==> config.mk <==
export PLATFORM = sky130hd
export DESIGN_NAME = bitslice_alu_datapath16
export DESIGN_NICKNAME = d
export VERILOG_FILES = /design/src/include/datapath_pkg.sv /design/src/include/slice_if.sv /design/src/rtl/alu_slice4.sv /design/src/rtl/bitslice_alu_datapath16.sv
export VERILOG_INCLUDE_DIRS = /design/src /design/src/include
export SDC_FILE = /design/constraint.sdc
export NUM_CORES = 1
export LEC_CHECK = 0
export ABC_CLOCK_PERIOD_IN_PS = 8600
export BUFFER_PORTS_ARGS = -buffer_cell sky130_fd_sc_hd__buf_2
export CAP_MARGIN = 30
export CORE_MARGIN = 4
export CORE_UTILIZATION = 60
export CTS_BUF_LIST = sky130_fd_sc_hd__clkbuf_8 sky130_fd_sc_hd__clkbuf_16
export CTS_CLUSTER_DIAMETER = 120
export DETAILED_ROUTE_END_ITERATION = 12
export PLACE_DENSITY = 0.79
export SLEW_MARGIN = 20
export SYNTH_ARGS = -nofsm -noshare
export SYNTH_HDL_FRONTEND = slang
export SYNTH_HIERARCHICAL = 1
export SYNTH_SLANG_ARGS = --single-unit
==> constraint.sdc <==
create_clock -name clk -period 8.6 [get_ports clk]
set_input_delay 1.72 -clock clk [delete_from_list [all_inputs] [get_ports clk]]
set_output_delay 1.72 -clock clk [all_outputs]
set_load 0.02 [all_outputs]
==> src/include/datapath_map.svh <==
// constants of the 16-bit slice datapath: field positions, codes, reset values
// assumes inclusion by bare name from the package and the design modules
`ifndef DATAPATH_MAP_SVH
`define DATAPATH_MAP_SVH

// ****************************************************************
// widths
// ****************************************************************
`define DP_WIDTH 16
`define DP_NIB 4
`define DP_SLICES 4
`define DP_RAM_WORDS 16
`define DP_MSB 15

// ****************************************************************
// microinstruction fields
// ****************************************************************
`define SRC_LO 0
`define SRC_HI 2
`define FN_LO 3
`define FN_HI 5
`define DST_LO 6
`define DST_HI 8

// ****************************************************************
// source codes, r operand first
// ****************************************************************
`define SRC_PORTA_QREG 3'h0
`define SRC_PORTA_PORTB 3'h1
`define SRC_ZERO_QREG 3'h2
`define SRC_ZERO_PORTB 3'h3
`define SRC_ZERO_PORTA 3'h4
`define SRC_DIRECT_PORTA 3'h5
`define SRC_DIRECT_QREG 3'h6
`define SRC_DIRECT_ZERO 3'h7

// ****************************************************************
// function codes
// ****************************************************************
`define FN_PLUS 3'h0
`define FN_S_MINUS_R 3'h1
`define FN_R_MINUS_S 3'h2
`define FN_OR 3'h3
`define FN_AND 3'h4
`define FN_NOR 3'h5
`define FN_XOR 3'h6
`define FN_XNOR 3'h7

// ****************************************************************
// destination codes
// ****************************************************************
`define DST_Q_LOAD 3'h0
`define DST_NONE 3'h1
`define DST_RAM_YA 3'h2
`define DST_RAM 3'h3
`define DST_RAM_DOWN_Q 3'h4
`define DST_RAM_DOWN 3'h5
`define DST_RAM_UP_Q 3'h6
`define DST_RAM_UP 3'h7

// ****************************************************************
// reset values
// ****************************************************************
`define WORD_ZERO 16'h0000
`define NIB_ZERO 4'h0

`endif

==> src/include/datapath_pkg.sv <==
// types of the 16-bit slice datapath
// assumes datapath_map.svh on the include path
`default_nettype none
`include "datapath_map.svh"

package datapath_pkg;
    typedef logic [`DP_WIDTH-1:0] word_t;
    typedef logic [`DP_NIB-1:0] nib_t;

    typedef enum logic [2:0] {
        src_porta_qreg = `SRC_PORTA_QREG,
        src_porta_portb = `SRC_PORTA_PORTB,
        src_zero_qreg = `SRC_ZERO_QREG,
        src_zero_portb = `SRC_ZERO_PORTB,
        src_zero_porta = `SRC_ZERO_PORTA,
        src_direct_porta = `SRC_DIRECT_PORTA,
        src_direct_qreg = `SRC_DIRECT_QREG,
        src_direct_zero = `SRC_DIRECT_ZERO
    } src_t;

    typedef enum logic [2:0] {
        plus_r_s = `FN_PLUS,
        minus_r_from_s = `FN_S_MINUS_R,
        minus_s_from_r = `FN_R_MINUS_S,
        or_operands = `FN_OR,
        and_operands = `FN_AND,
        nor_of_operands = `FN_NOR,
        xor_operands = `FN_XOR,
        xnor_operands = `FN_XNOR
    } fn_t;

    typedef enum logic [2:0] {
        dst_q_load = `DST_Q_LOAD,
        dst_none = `DST_NONE,
        dst_ram_ya = `DST_RAM_YA,
        dst_ram = `DST_RAM,
        dst_ram_down_q = `DST_RAM_DOWN_Q,
        dst_ram_down = `DST_RAM_DOWN,
        dst_ram_up_q = `DST_RAM_UP_Q,
        dst_ram_up = `DST_RAM_UP
    } dst_t;
endpackage : datapath_pkg

`default_nettype wire

==> src/include/slice_if.sv <==
// carrier between the datapath top and one 4-bit alu slice
// assumes datapath_pkg compiled first
`timescale 1ns/10ps
`default_nettype none

interface slice_if;
    datapath_pkg::nib_t r;
    datapath_pkg::nib_t s;
    datapath_pkg::fn_t fn;
    logic cin;
    datapath_pkg::nib_t f;
    logic g;
    logic p;
    logic ovf;
    modport slice (input r, input s, input fn, input cin, output f, output g, output p, output ovf);
    modport host (output r, output s, output fn, output cin, input f, input g, input p, input ovf);
endinterface : slice_if

`default_nettype wire

==> src/rtl/alu_slice4.sv <==
// one 4-bit alu slice: eight functions, group generate and propagate
// assumes carry-in is resolved outside by lookahead
`timescale 1ns/10ps
`default_nettype none
`include "datapath_map.svh"

module alu_slice4 (
    slice_if.slice sl
);
    function automatic datapath_pkg::nib_t logic_op(input datapath_pkg::fn_t fn,
                                                    input datapath_pkg::nib_t r,
                                                    input datapath_pkg::nib_t s);
        unique case (fn)
            datapath_pkg::or_operands: logic_op = r | s;
            datapath_pkg::and_operands: logic_op = r & s;
            datapath_pkg::nor_of_operands: logic_op = ~r & ~s;
            datapath_pkg::xor_operands: logic_op = r ^ s;
            datapath_pkg::xnor_operands: logic_op = ~(r ^ s);
            default: logic_op = `NIB_ZERO;
        endcase
    endfunction : logic_op

    // ****************************************************************
    // operand conditioning
    // ****************************************************************
    wire arith = (sl.fn == datapath_pkg::plus_r_s) || (sl.fn == datapath_pkg::minus_r_from_s)
                 || (sl.fn == datapath_pkg::minus_s_from_r);
    wire [3:0] x = (sl.fn == datapath_pkg::minus_r_from_s) ? ~sl.r : sl.r;
    wire [3:0] y = (sl.fn == datapath_pkg::minus_s_from_r) ? ~sl.s : sl.s;
    wire [4:0] gen_sum = {1'b0, x} + {1'b0, y};
    wire [4:0] full_sum = {1'b0, x} + {1'b0, y} + {4'h0, sl.cin};
    wire [3:0] low_sum = {1'b0, x[2:0]} + {1'b0, y[2:0]} + {3'h0, sl.cin};

    // ****************************************************************
    // results
    // ****************************************************************
    assign sl.f = arith ? full_sum[3:0] : logic_op(sl.fn, sl.r, sl.s);
    assign sl.g = arith & gen_sum[4];
    assign sl.p = arith & (&(x ^ y));
    assign sl.ovf = arith & (low_sum[3] ^ full_sum[4]);
endmodule : alu_slice4

`default_nettype wire

==> src/rtl/bitslice_alu_datapath16.sv <==
// 16-bit microprogrammed alu datapath of four 4-bit slices with register ram and q
// assumes microinstruction fields stable through the cycle; shift fills from linkage mux
`timescale 1ns/10ps
`default_nettype none
`include "datapath_map.svh"

module bitslice_alu_datapath16 (
    // clock, reset, enable
    input wire logic clk,
    input wire logic rst_b,
    input wire logic ce,
    // microinstruction
    input wire logic [8:0] instr,
    input wire logic [3:0] a_addr,
    input wire logic [3:0] b_addr,
    input wire logic carry_input,
    // direct data
    input wire logic direct_sel,
    input wire logic [15:0] imm_data,
    input wire logic [15:0] dbus_data,
    // shift linkage fills
    input wire logic ram_up_fill,
    input wire logic ram_down_fill,
    input wire logic q_up_fill,
    input wire logic q_down_fill,
    // result and status
    output logic [15:0] y_bus,
    output logic carry_output,
    output logic sign_bit,
    output logic zero_flag,
    output logic overflow_flag,
    // shift ends towards linkage
    output logic ram_msb_out,
    output logic ram_lsb_out,
    output logic q_msb_out,
    output logic q_lsb_out
);
    // ****************************************************************
    // functions
    // ****************************************************************
    function automatic datapath_pkg::word_t pick_r(input datapath_pkg::src_t src,
                                                   input datapath_pkg::word_t a,
                                                   input datapath_pkg::word_t d);
        unique case (src)
            datapath_pkg::src_porta_qreg, datapath_pkg::src_porta_portb: pick_r = a;
            datapath_pkg::src_direct_porta, datapath_pkg::src_direct_qreg,
            datapath_pkg::src_direct_zero: pick_r = d;
            default: pick_r = `WORD_ZERO;
        endcase
    endfunction : pick_r

    function automatic datapath_pkg::word_t pick_s(input datapath_pkg::src_t src,
                                                   input datapath_pkg::word_t a,
                                                   input datapath_pkg::word_t b,
                                                   input datapath_pkg::word_t q);
        unique case (src)
            datapath_pkg::src_porta_qreg, datapath_pkg::src_zero_qreg,
            datapath_pkg::src_direct_qreg: pick_s = q;
            datapath_pkg::src_porta_portb, datapath_pkg::src_zero_portb: pick_s = b;
            datapath_pkg::src_zero_porta, datapath_pkg::src_direct_porta: pick_s = a;
            default: pick_s = `WORD_ZERO;
        endcase
    endfunction : pick_s

    function automatic logic [4:0] lookahead(input logic [3:0] g, input logic [3:0] p, input logic cin);
        logic [4:0] c;
        c = {4'h0, cin};
        for (int k = 0; k < `DP_SLICES; k++) begin
            c[k+1] = g[k] | (p[k] & c[k]);
        end
        return c;
    endfunction : lookahead

    // ****************************************************************
    // storage
    // ****************************************************************
    datapath_pkg::word_t ram_r [0:`DP_RAM_WORDS-1];
    datapath_pkg::word_t q_r;

    // ****************************************************************
    // decode
    // ****************************************************************
    wire datapath_pkg::src_t src = datapath_pkg::src_t'(instr[`SRC_HI:`SRC_LO]);
    wire datapath_pkg::fn_t fn = datapath_pkg::fn_t'(instr[`FN_HI:`FN_LO]);
    wire datapath_pkg::dst_t dst = datapath_pkg::dst_t'(instr[`DST_HI:`DST_LO]);

    wire datapath_pkg::word_t port_a = ram_r[a_addr];
    wire datapath_pkg::word_t port_b = ram_r[b_addr];
    wire datapath_pkg::word_t d_word = direct_sel ? imm_data : dbus_data;
    wire datapath_pkg::word_t r_op = pick_r(src, port_a, d_word);
    wire datapath_pkg::word_t s_op = pick_s(src, port_a, port_b, q_r);

    // ****************************************************************
    // slices and lookahead carry
    // ****************************************************************
    logic [3:0] g_v;
    logic [3:0] p_v;
    logic [3:0] ovf_v;
    logic [4:0] c_v;
    datapath_pkg::word_t alu_f;

    assign c_v = lookahead(g_v, p_v, carry_input);

    for (genvar i = 0; i < `DP_SLICES; i++) begin : g_slice
        slice_if sif ();
        assign sif.r = r_op[i*`DP_NIB +: `DP_NIB];
        assign sif.s = s_op[i*`DP_NIB +: `DP_NIB];
        assign sif.fn = fn;
        assign sif.cin = c_v[i];
        assign alu_f[i*`DP_NIB +: `DP_NIB] = sif.f;
        assign g_v[i] = sif.g;
        assign p_v[i] = sif.p;
        assign ovf_v[i] = sif.ovf;
        alu_slice4 u_slice (
            .sl(sif.slice)
        );
    end

    // ****************************************************************
    // destination routing and shifters
    // ****************************************************************
    wire ram_we = (dst != datapath_pkg::dst_q_load) && (dst != datapath_pkg::dst_none);
    wire ram_down = (dst == datapath_pkg::dst_ram_down_q) || (dst == datapath_pkg::dst_ram_down);
    wire ram_up = (dst == datapath_pkg::dst_ram_up_q) || (dst == datapath_pkg::dst_ram_up);
    wire q_we = (dst == datapath_pkg::dst_q_load) || (dst == datapath_pkg::dst_ram_down_q)
                || (dst == datapath_pkg::dst_ram_up_q);

    wire datapath_pkg::word_t ram_in = ram_down ? {ram_down_fill, alu_f[`DP_MSB:1]} :
                                       ram_up ? {alu_f[`DP_MSB-1:0], ram_up_fill} : alu_f;
    wire datapath_pkg::word_t q_in = (dst == datapath_pkg::dst_ram_down_q) ?
                                     {q_down_fill, q_r[`DP_MSB:1]} :
                                     (dst == datapath_pkg::dst_ram_up_q) ?
                                     {q_r[`DP_MSB-1:0], q_up_fill} : alu_f;
    wire datapath_pkg::word_t y_nxt = (dst == datapath_pkg::dst_ram_ya) ? port_a : alu_f;
    wire zero_nxt = (alu_f == `WORD_ZERO);

    // ****************************************************************
    // register ram, written at b address only
    // ****************************************************************
    always_ff @(posedge clk) begin
        if (!rst_b) begin
            for (int k = 0; k < `DP_RAM_WORDS; k++) begin
                ram_r[k] <= `WORD_ZERO;
            end
        end else if (ce && ram_we) begin
            ram_r[b_addr] <= ram_in;
        end
    end

    // ****************************************************************
    // q, result and status registers
    // ****************************************************************
    always_ff @(posedge clk) begin
        if (!rst_b) begin
            q_r <= `WORD_ZERO;
            y_bus <= `WORD_ZERO;
            carry_output <= 1'b0;
            sign_bit <= 1'b0;
            zero_flag <= 1'b0;
            overflow_flag <= 1'b0;
        end else if (ce) begin
            if (q_we) begin
                q_r <= q_in;
            end
            y_bus <= y_nxt;
            carry_output <= c_v[`DP_SLICES];
            sign_bit <= alu_f[`DP_MSB];
            zero_flag <= zero_nxt;
            overflow_flag <= ovf_v[`DP_SLICES-1];
        end
    end

    // shift-end bits handed to the linkage mux
    always_ff @(posedge clk) begin
        if (!rst_b) begin
            ram_msb_out <= 1'b0;
            ram_lsb_out <= 1'b0;
            q_msb_out <= 1'b0;
            q_lsb_out <= 1'b0;
        end else if (ce) begin
            ram_msb_out <= alu_f[`DP_MSB];
            ram_lsb_out <= alu_f[0];
            q_msb_out <= q_r[`DP_MSB];
            q_lsb_out <= q_r[0];
        end
    end

    // ****************************************************************
    // checks
    // ****************************************************************
    wire [16:0] add_chk = {1'b0, r_op} + {1'b0, s_op} + {16'h0000, carry_input};
endmodule : bitslice_alu_datapath16

`default_nettype wire

=== After elaboration in Yosys (flattened, before gate mapping) ===
Memory sizes are Yosys's and may differ from the RTL's.
Index checks and enable logic that the tools add are counted.

* Add/sub/neg operators: 10
* Shifts and indexed selects: 0
* Muxes and demuxes: 31
* $mul: 0
* Reductions and logical operators: 24
* Bitwise logic cells: 50
* Equality and inequality tests: 20
* Magnitude comparators: 0
* Divide/modulo/power cells: 0

{| class="wikitable"
|+ Operator list
! kind !! count
|-
| $mux 16 || 7
|-
| $pmux 4 s5 || 4
|-
| $mux 4 || 13
|-
| $not 4->4 || 12
|-
| $pmux 16 s3 || 1
|-
| $eq 3x3->1 const B || 12
|-
| $and 4x4->4 || 8
|-
| $pmux 16 s2 || 1
|-
| $xor 4x4->4 || 8
|-
| $add 4x4->5 || 4
|-
| $add 4x1->4 || 4
|-
| $logic_not 16->1 || 1
|-
| $or 4x4->4 || 4
|-
| $reduce_and 4->1 || 4
|-
| $reduce_or 16->1 || 1
|-
| $eq 3x2->1 const B || 5
|-
| $and 1x1->1 || 13
|-
| $logic_not 3->1 || 3
|-
| $eq 3x1->1 const B || 2
|-
| $logic_or 1x1->1 || 6
|-
| $reduce_or 2->1 || 3
|-
| $reduce_or 3->1 || 2
|-
| $add 5x1->5 || 1
|-
| $mux 1 || 5
|-
| 7 further kinds || 11
|}

* Memory bits (read-only): 0
* Memory bits (writable): 256
* Register bits after elaboration: 39
* Output and inout bits: 24
* Word-level logic and storage cells: 145
* Latch bits: 0
* Memories: 1
* Input port bits: 58

{| class="wikitable"
|+ Memories
! name !! depth !! bits a word !! read ports !! clocked after memory_dff !! wr ports !! RTL line !! RTL
|-
| ram_r || 16 || 16 || 2 || 0 || 16 || bitslice_alu_datapath16.sv:77 || <nowiki>datapath_pkg::word_t ram_r [0:`DP_RAM_WORDS-1];</nowiki>
|}

=== Logic depth before layout (Yosys ltp) ===
Gate-level depths: netlist of run 1.

* Depth after elaboration: 19
* Gate-level depth with buffers: 29
* Mapped depth without buffers: 26

=== By module ===
The synthesis of run 1 kept the hierarchy.

{| class="wikitable"
|+ Modules (own cells, without submodules)
! module !! area an instance (µm²) !! instances !! cells each !! sequential area each (µm²)
|-
| bitslice_alu_datapath16 || 15886.5 || 1 || 1301 || 8468.1
|-
| alu_slice4 || 708.2 || 4 || 98 || 0.0
|}

=== Worst setup path before layout of run 1 ===
Ideal clock, no wire load.

* Path kind: input -> register
* From: input b_addr[0]
* To: memory ram_r[0][13] in the netlist's numbering, data pin
* Arrival: 6454 ps
* Path slack: 1880 ps
* Setup time: 266 ps
* Cell stages on the path: 25
* Required time: 8334 ps
* Path buffers: 3
* Path through: buf_6 > buf_2 > mux4_2 > a22oi_1 > a21oi_1 > a211o_1 > inv_1 > xnor2_1 > ha_1 > inv_1 > fa_1 > nand2b_1 > a21oi_1 > and2_1 > a21o_1 > a21o_1 > a21o_1 > fa_1 > a21oi_1 > o21ai_0 > mux2i_1 > nand2_1 > o21ai_1 > clkbuf_1 > nor2_1

{| class="wikitable"
|+ RTL lines
! element !! RTL line !! RTL
|-
| from (decl) || bitslice_alu_datapath16.sv:15 || <nowiki>input wire logic [3:0] b_addr,</nowiki>
|-
| to (decl) || bitslice_alu_datapath16.sv:77 ||
|}

==> results.toml, run 1 <==
[cells_and_area]
nFillCells = 2266
drive_above_1_share = 0.181
antenna_diode_instance_count = 0
seqCellArea_sq_mm = 0.00847
final_net_count = 1847
syn2layout_area_growth_pct = 9.64
area_used_by_multi_input_combinational_logic_sq_mm = 0.00922
finish.instance_area_sq_mm = 0.0204

[clock_network]
cts_sinks = 295
tritoncts_clock_tree = "done"
tritoncts.num_buffers = 31
clk_pin_slew_worst_paths_ps = 60
cts_htree_levels = 1
postCtsSetupRepairBufs = 0
cts-resized-gates = 0
clockRootBuffer = "clkbuf_16"
hold_buffers = 0
clk-insertion-delay-late_ps = 590
number_of_buffers_between_clock_root_and_the_deepest_sink = 3

[sta]
layout_min_cycle_time_ps = 7480
final-hold-violation-count = 0
setup-tns-final_ps = 0
timing.final.setup_violations = 0
timing.final.max_slew_violations = 0
max_slew_margin = 0.281
rsz_0062_raised_after_global_routing = "false"
skew_ps = 22.3
clock.fmax_mhz = 134
post-route-period-util = 0.870
tightestPinTransition_ps = 1080

[yosys]
synth_area_per_cell_sq_um = 11.1
synth.yosys.warnings = 6
synthCells = 1678
mappedNetlistArea_sq_mm = 0.0186
syn_nets = 1800

[setup_path]
arrival_ps = 7890
required_ps = 9010
startpoint_type = "input port"
type_of_the_setup_path_with_the_least_slack = "in -> reg"
cp_max_fo = 38
cp-end-kind = "flop"

[pwr]
power_leakage_nw = 8.07
ir_worst_vdd_uv = 172
report.power.total_mw = 3.87
cellPowerDensity_mw_per_mm2 = 190

[status]
result_of_the_run = "completed"

[grt]
via_count_of_the_first_global_routing_pass = 14500
grt_first_pass_wirelength_mm = 87.2
antenna_violations_before_repair = 0
globalRouteTotalUtil = 0.340
grt_max_degree = 44
gr-total-overflow = 0

[routing]
route.detailed.drc = 0
drt_pre_antenna_iters = 7
drt-total-wl_mm = 58.8
wl_per_cell_um = 27.4
route.vias.total = 14800
drt_iter0_markers = 2258
final_antenna_net_count = 0
via_per_inst = 6.92

[floorplan]
fp.dieH_um = 184
coreArea_sq_mm = 0.0306
die_x_um = 184
num_ports = 82
initial_core_util = 0.608
floorplan.rows = 64
fp.dieArea_sq_mm = 0.0339

[placed_design]
routabilityCongestion = 1.00
portBuffers = 81
dp_hpwl_mm = 39.3
detailed_place.area_sq_mm = 0.0193

[flow_run]
max-cap-violations = 0

[worst_hold_path]
min-delay-path-class = "reg -> reg"
==> stage by stage <==
stage / utilization / hold slack [ps] / worst slack [ps] / cells
floorplan: - / 517 / 1970 / 1678
global placement: 0.628 / 471 / 919 / 2073
detailed placement: 0.632 / 485 / 663 / 2081
CTS: 0.663 / 498 / 1240 / 2138
global route: 0.667 / 518 / 695 / 2145
finish: 0.667 / 497 / 1120 / 2145
==> sequential cells by signal (all words and copies together), names as in the netlist <==
signal / cells
overflow_flag: 1
q_lsb_out: 1
q_msb_out: 1
y_bus: 16
ram_lsb_out: 1
carry_output: 1
ram_r: 256
zero_flag: 1
sign_bit: 1
q_r: 16
==> routing by layer <==
| layer | vias to the layer above | global-route usage | wire length, um |
|---|---|---|---|
| met5 | - | 0 | 0 |
| met4 | 0 | 0.162 | 3590 |
| met3 | 236 | 0.0970 | 7880 |
| met2 | 1168 | 0.530 | 26700 |
| met1 | 7134 | 0.442 | 20600 |
| li1 | 6302 | - | - |
==> worst max-delay path, cell delays in order <==
cell and delay [ps]:
buf_4 550, buf_4 450, mux2i_1 130, a221oi_1 570
mux2i_1 200, o22ai_1 240, inv_1 120, xnor2_1 260
ha_1 230, inv_1 60, fa_1 390, nand2b_1 160
a21oi_1 130, and2_1 150, a21o_1 150, a21o_1 290
a21o_1 270, ha_1 210, ha_1 220, xor2_1 150
o21ai_0 90, a21oi_1 440, mux2i_1 150, nand2_1 100
o21ai_1 70, buf_4 230, nor2_1 120
==> layout by cell type, fill, tap and decap left out, types with 60 or more instances in the layout <==
master,instances
a21oi_1,63
a22oi_1,66
buf_2,80
edfxtp_1,256
inv_1,67
mux2i_1,145
mux4_2,84
nand2_1,74
nor2_1,317
o21ai_0,60
==> report_power, final <==
part           internal [mW]  switching [mW]
clock                  0.717           0.587
sequential              1.62          0.0424
combinational          0.330           0.574
==> path summary, 6_finish.rpt <==
path | start | endpoint | slack [ps] | cells after the start
worst max register to register | ram_r[1][4] | ram_r[10][15] | 2680 | 25
worst min register to register | y_bus[9] | y_bus[9] | 500 | 2
worst max-delay path | a_addr[0] | ram_r[10][15] | 1120 | 27
worst min-delay path | y_bus[9] | y_bus[9] | 500 | 2
==> area by class of cell <==
cell class	count	share of cell area
Multi-Input combinational cell	1189	0.452
Sequential cell	295	0.415
Timing Repair Buffer	149	0.0501
Clock buffer	31	0.0380
Tap cell	396	0.0243
Inverter	59	0.0109
Clock inverter	26	0.00951
Power figures use the tool's default switching activity.
==> run 2, diff against run 1 <==
==> constraint.sdc (replaced) <==
create_clock -name clk -period 8.6 [get_ports clk]
set_input_delay 0.86 -clock clk [delete_from_list [all_inputs] [get_ports clk]]
set_output_delay 0.86 -clock clk [all_outputs]
set_load 0.02 [all_outputs]
==> results.toml, run 2 (synthesis gave the netlist of run 1 again) <==
[pwr]
combPwrFrac = 0.229
share_seq_of_total_power = 0.415
cellInternalPower_mw = 2.79
switching_share = 0.303
total_switching_power_mw = 1.21
cellPowerDensity_mw_per_mm2 = 194
power_leakage_nw = 8.20
ir_worst_vdd_uv = 149
clock_power_share = 0.356

[setup_path]
required_ps = 9030
timing.critical_path.from = "a_addr[2]"
cp-end-kind = "flop"
worst_path_largest_cell_delay_ps = 590
rr_startpoint = "ram_r[14][0]"
cp_num_buf_inv = 5
critical_path.top_delay_family = "compound AO/OA/AOI/OAI gates"
arrival_ps = 7220
type_of_the_setup_path_with_the_least_slack = "in -> reg"
cpMaxStageDelayCell = "a21oi_1"
startpoint_type = "input port"
cp_max_fo = 43

[placed_design]
portBuffers = 81
routabilityCongestion = 1.03
numPlacedInstances = 2091
detailed_place.area_sq_mm = 0.0195
dp_hpwl_mm = 41.2

[clock_network]
clk_pin_slew_worst_paths_ps = 70
cts_sinks = 295
tritoncts.num_buffers = 31
tritoncts_clock_tree = "done"
hold_buffers = 0
clk-insertion-delay-late_ps = 600
postCtsSetupRepairBufs = 0
clockRootBuffer = "clkbuf_16"
cts-resized-gates = 0
cts_htree_levels = 1
number_of_buffers_between_clock_root_and_the_deepest_sink = 3

[cells_and_area]
layout.cells.most_common_list = "nor2_1, edfxtp_1, mux2i_1, mux4_2, buf_2"
final-instance-count-excl-fill = 2157
syn2layout_area_growth_pct = 11.1
antenna_diode_instance_count = 0
utilization = 0.676
area_used_by_multi_input_combinational_logic_sq_mm = 0.00921
seqCellArea_sq_mm = 0.00847
finish.instance_area_sq_mm = 0.0207
top_register = "ram_r"
drive_above_1_share = 0.186
final_net_count = 1858
top_registers = "ram_r x256, q_r x16, y_bus x16"
nFillCells = 2229
layout_commonest_cell = "nor2_1"
max_reg_flops = 256

[routing]
wl_per_cell_um = 28.1
final_antenna_net_count = 0
drt_pre_antenna_iters = 7
drt_iter0_markers = 2608
route.detailed.drc = 0
drt-total-wl_mm = 60.7
via_per_inst = 7.10
route.vias.total = 15300

[floorplan]
floorplan.rows = 64
fp.dieArea_sq_mm = 0.0339
initial_core_util = 0.608
fp.dieH_um = 184
coreArea_sq_mm = 0.0306
num_ports = 82
die_x_um = 184

[grt]
gr-total-overflow = 0
grt_max_degree = 44
antenna_violations_before_repair = 1
via_count_of_the_first_global_routing_pass = 14900
grt_first_pass_wirelength_mm = 89.5
globalRouteTotalUtil = 0.351

[sta]
tightestPinTransition_ps = 1010
final-hold-violation-count = 0
rsz_0062_raised_after_global_routing = "false"
post-route-period-util = 0.789
clock.fmax_mhz = 147
timing.final.setup_violations = 0
max_slew_margin = 0.328
timing.final.max_slew_violations = 0
layout_min_cycle_time_ps = 6790
setup-tns-final_ps = 0
hold_ws_ps = 501
skew_ps = 33.6

[worst_hold_path]
worstHoldStart = "y_bus[6]"
min-delay-path-class = "reg -> reg"

[flow_run]
max-cap-violations = 0

[status]
result_of_the_run = "completed"
[run 2: cell count changes in the layout (fill, tap and decap cells not counted), sizes merged]
cell / before / now
inv: 69 / 68
buf: 149 / 160
clkinv: 11 / 10
bufinv: 2 / 6
clkinvlp: 3 / 2
[run 2: worst min-delay path, cell delays in order (launching register included)]
cell     delay [ps]
dfxtp_1         330
a22oi_1          70
o21ai_0          60
[run 2: final timing paths]
path	to	slack (ps)	cells past startpoint
min reg2reg	y_bus[6]	500	2
max reg2reg	ram_r[6][15]	2560	26
max	ram_r[6][15]	1810	28
min	y_bus[6]	500	2
[run 2: final cells by class]
type / instances / share of cell area
clock buffers: 31 / 0.0375
clock inverters: 27 / 0.0142
inverters: 59 / 0.0107
multi-input cells: 1189 / 0.446
flip-flops and latches: 295 / 0.410
well taps: 396 / 0.0240
repair buffers: 160 / 0.0581
[run 2: metrics by stage]
| stage | worst slack, ps | power [mW] |
|---|---|---|
| finish | 1810 | 4.00 |
| global route | 1420 | 4.13 |
| CTS | 1970 | 3.97 |
| global placement | 1580 | 2.53 |
| floorplan | 2830 | 2.28 |
| detailed placement | 1370 | 2.56 |
[run 2: metal layers]
layer  routed length (um)  up-vias  global-route usage
met2                27400     1373               0.553
met1                20800     7332               0.452
met4                 3390        2               0.152
li1                     -     6321                   -
met5                   13        -                   0
met3                 9110      277               0.108
[run 2: power by group through the flow]
| stage | logic [mW] | registers, mW | clock network, mW |
|---|---|---|---|
| after global placement | 0.843 | 1.68 | 0 |
| after floorplan | 0.597 | 1.68 | 0 |
| after detailed placement | 0.877 | 1.69 | 0 |
| final | 0.916 | 1.66 | 1.43 |
| after CTS | 0.883 | 1.66 | 1.43 |
| after global routing | 0.979 | 1.66 | 1.49 |
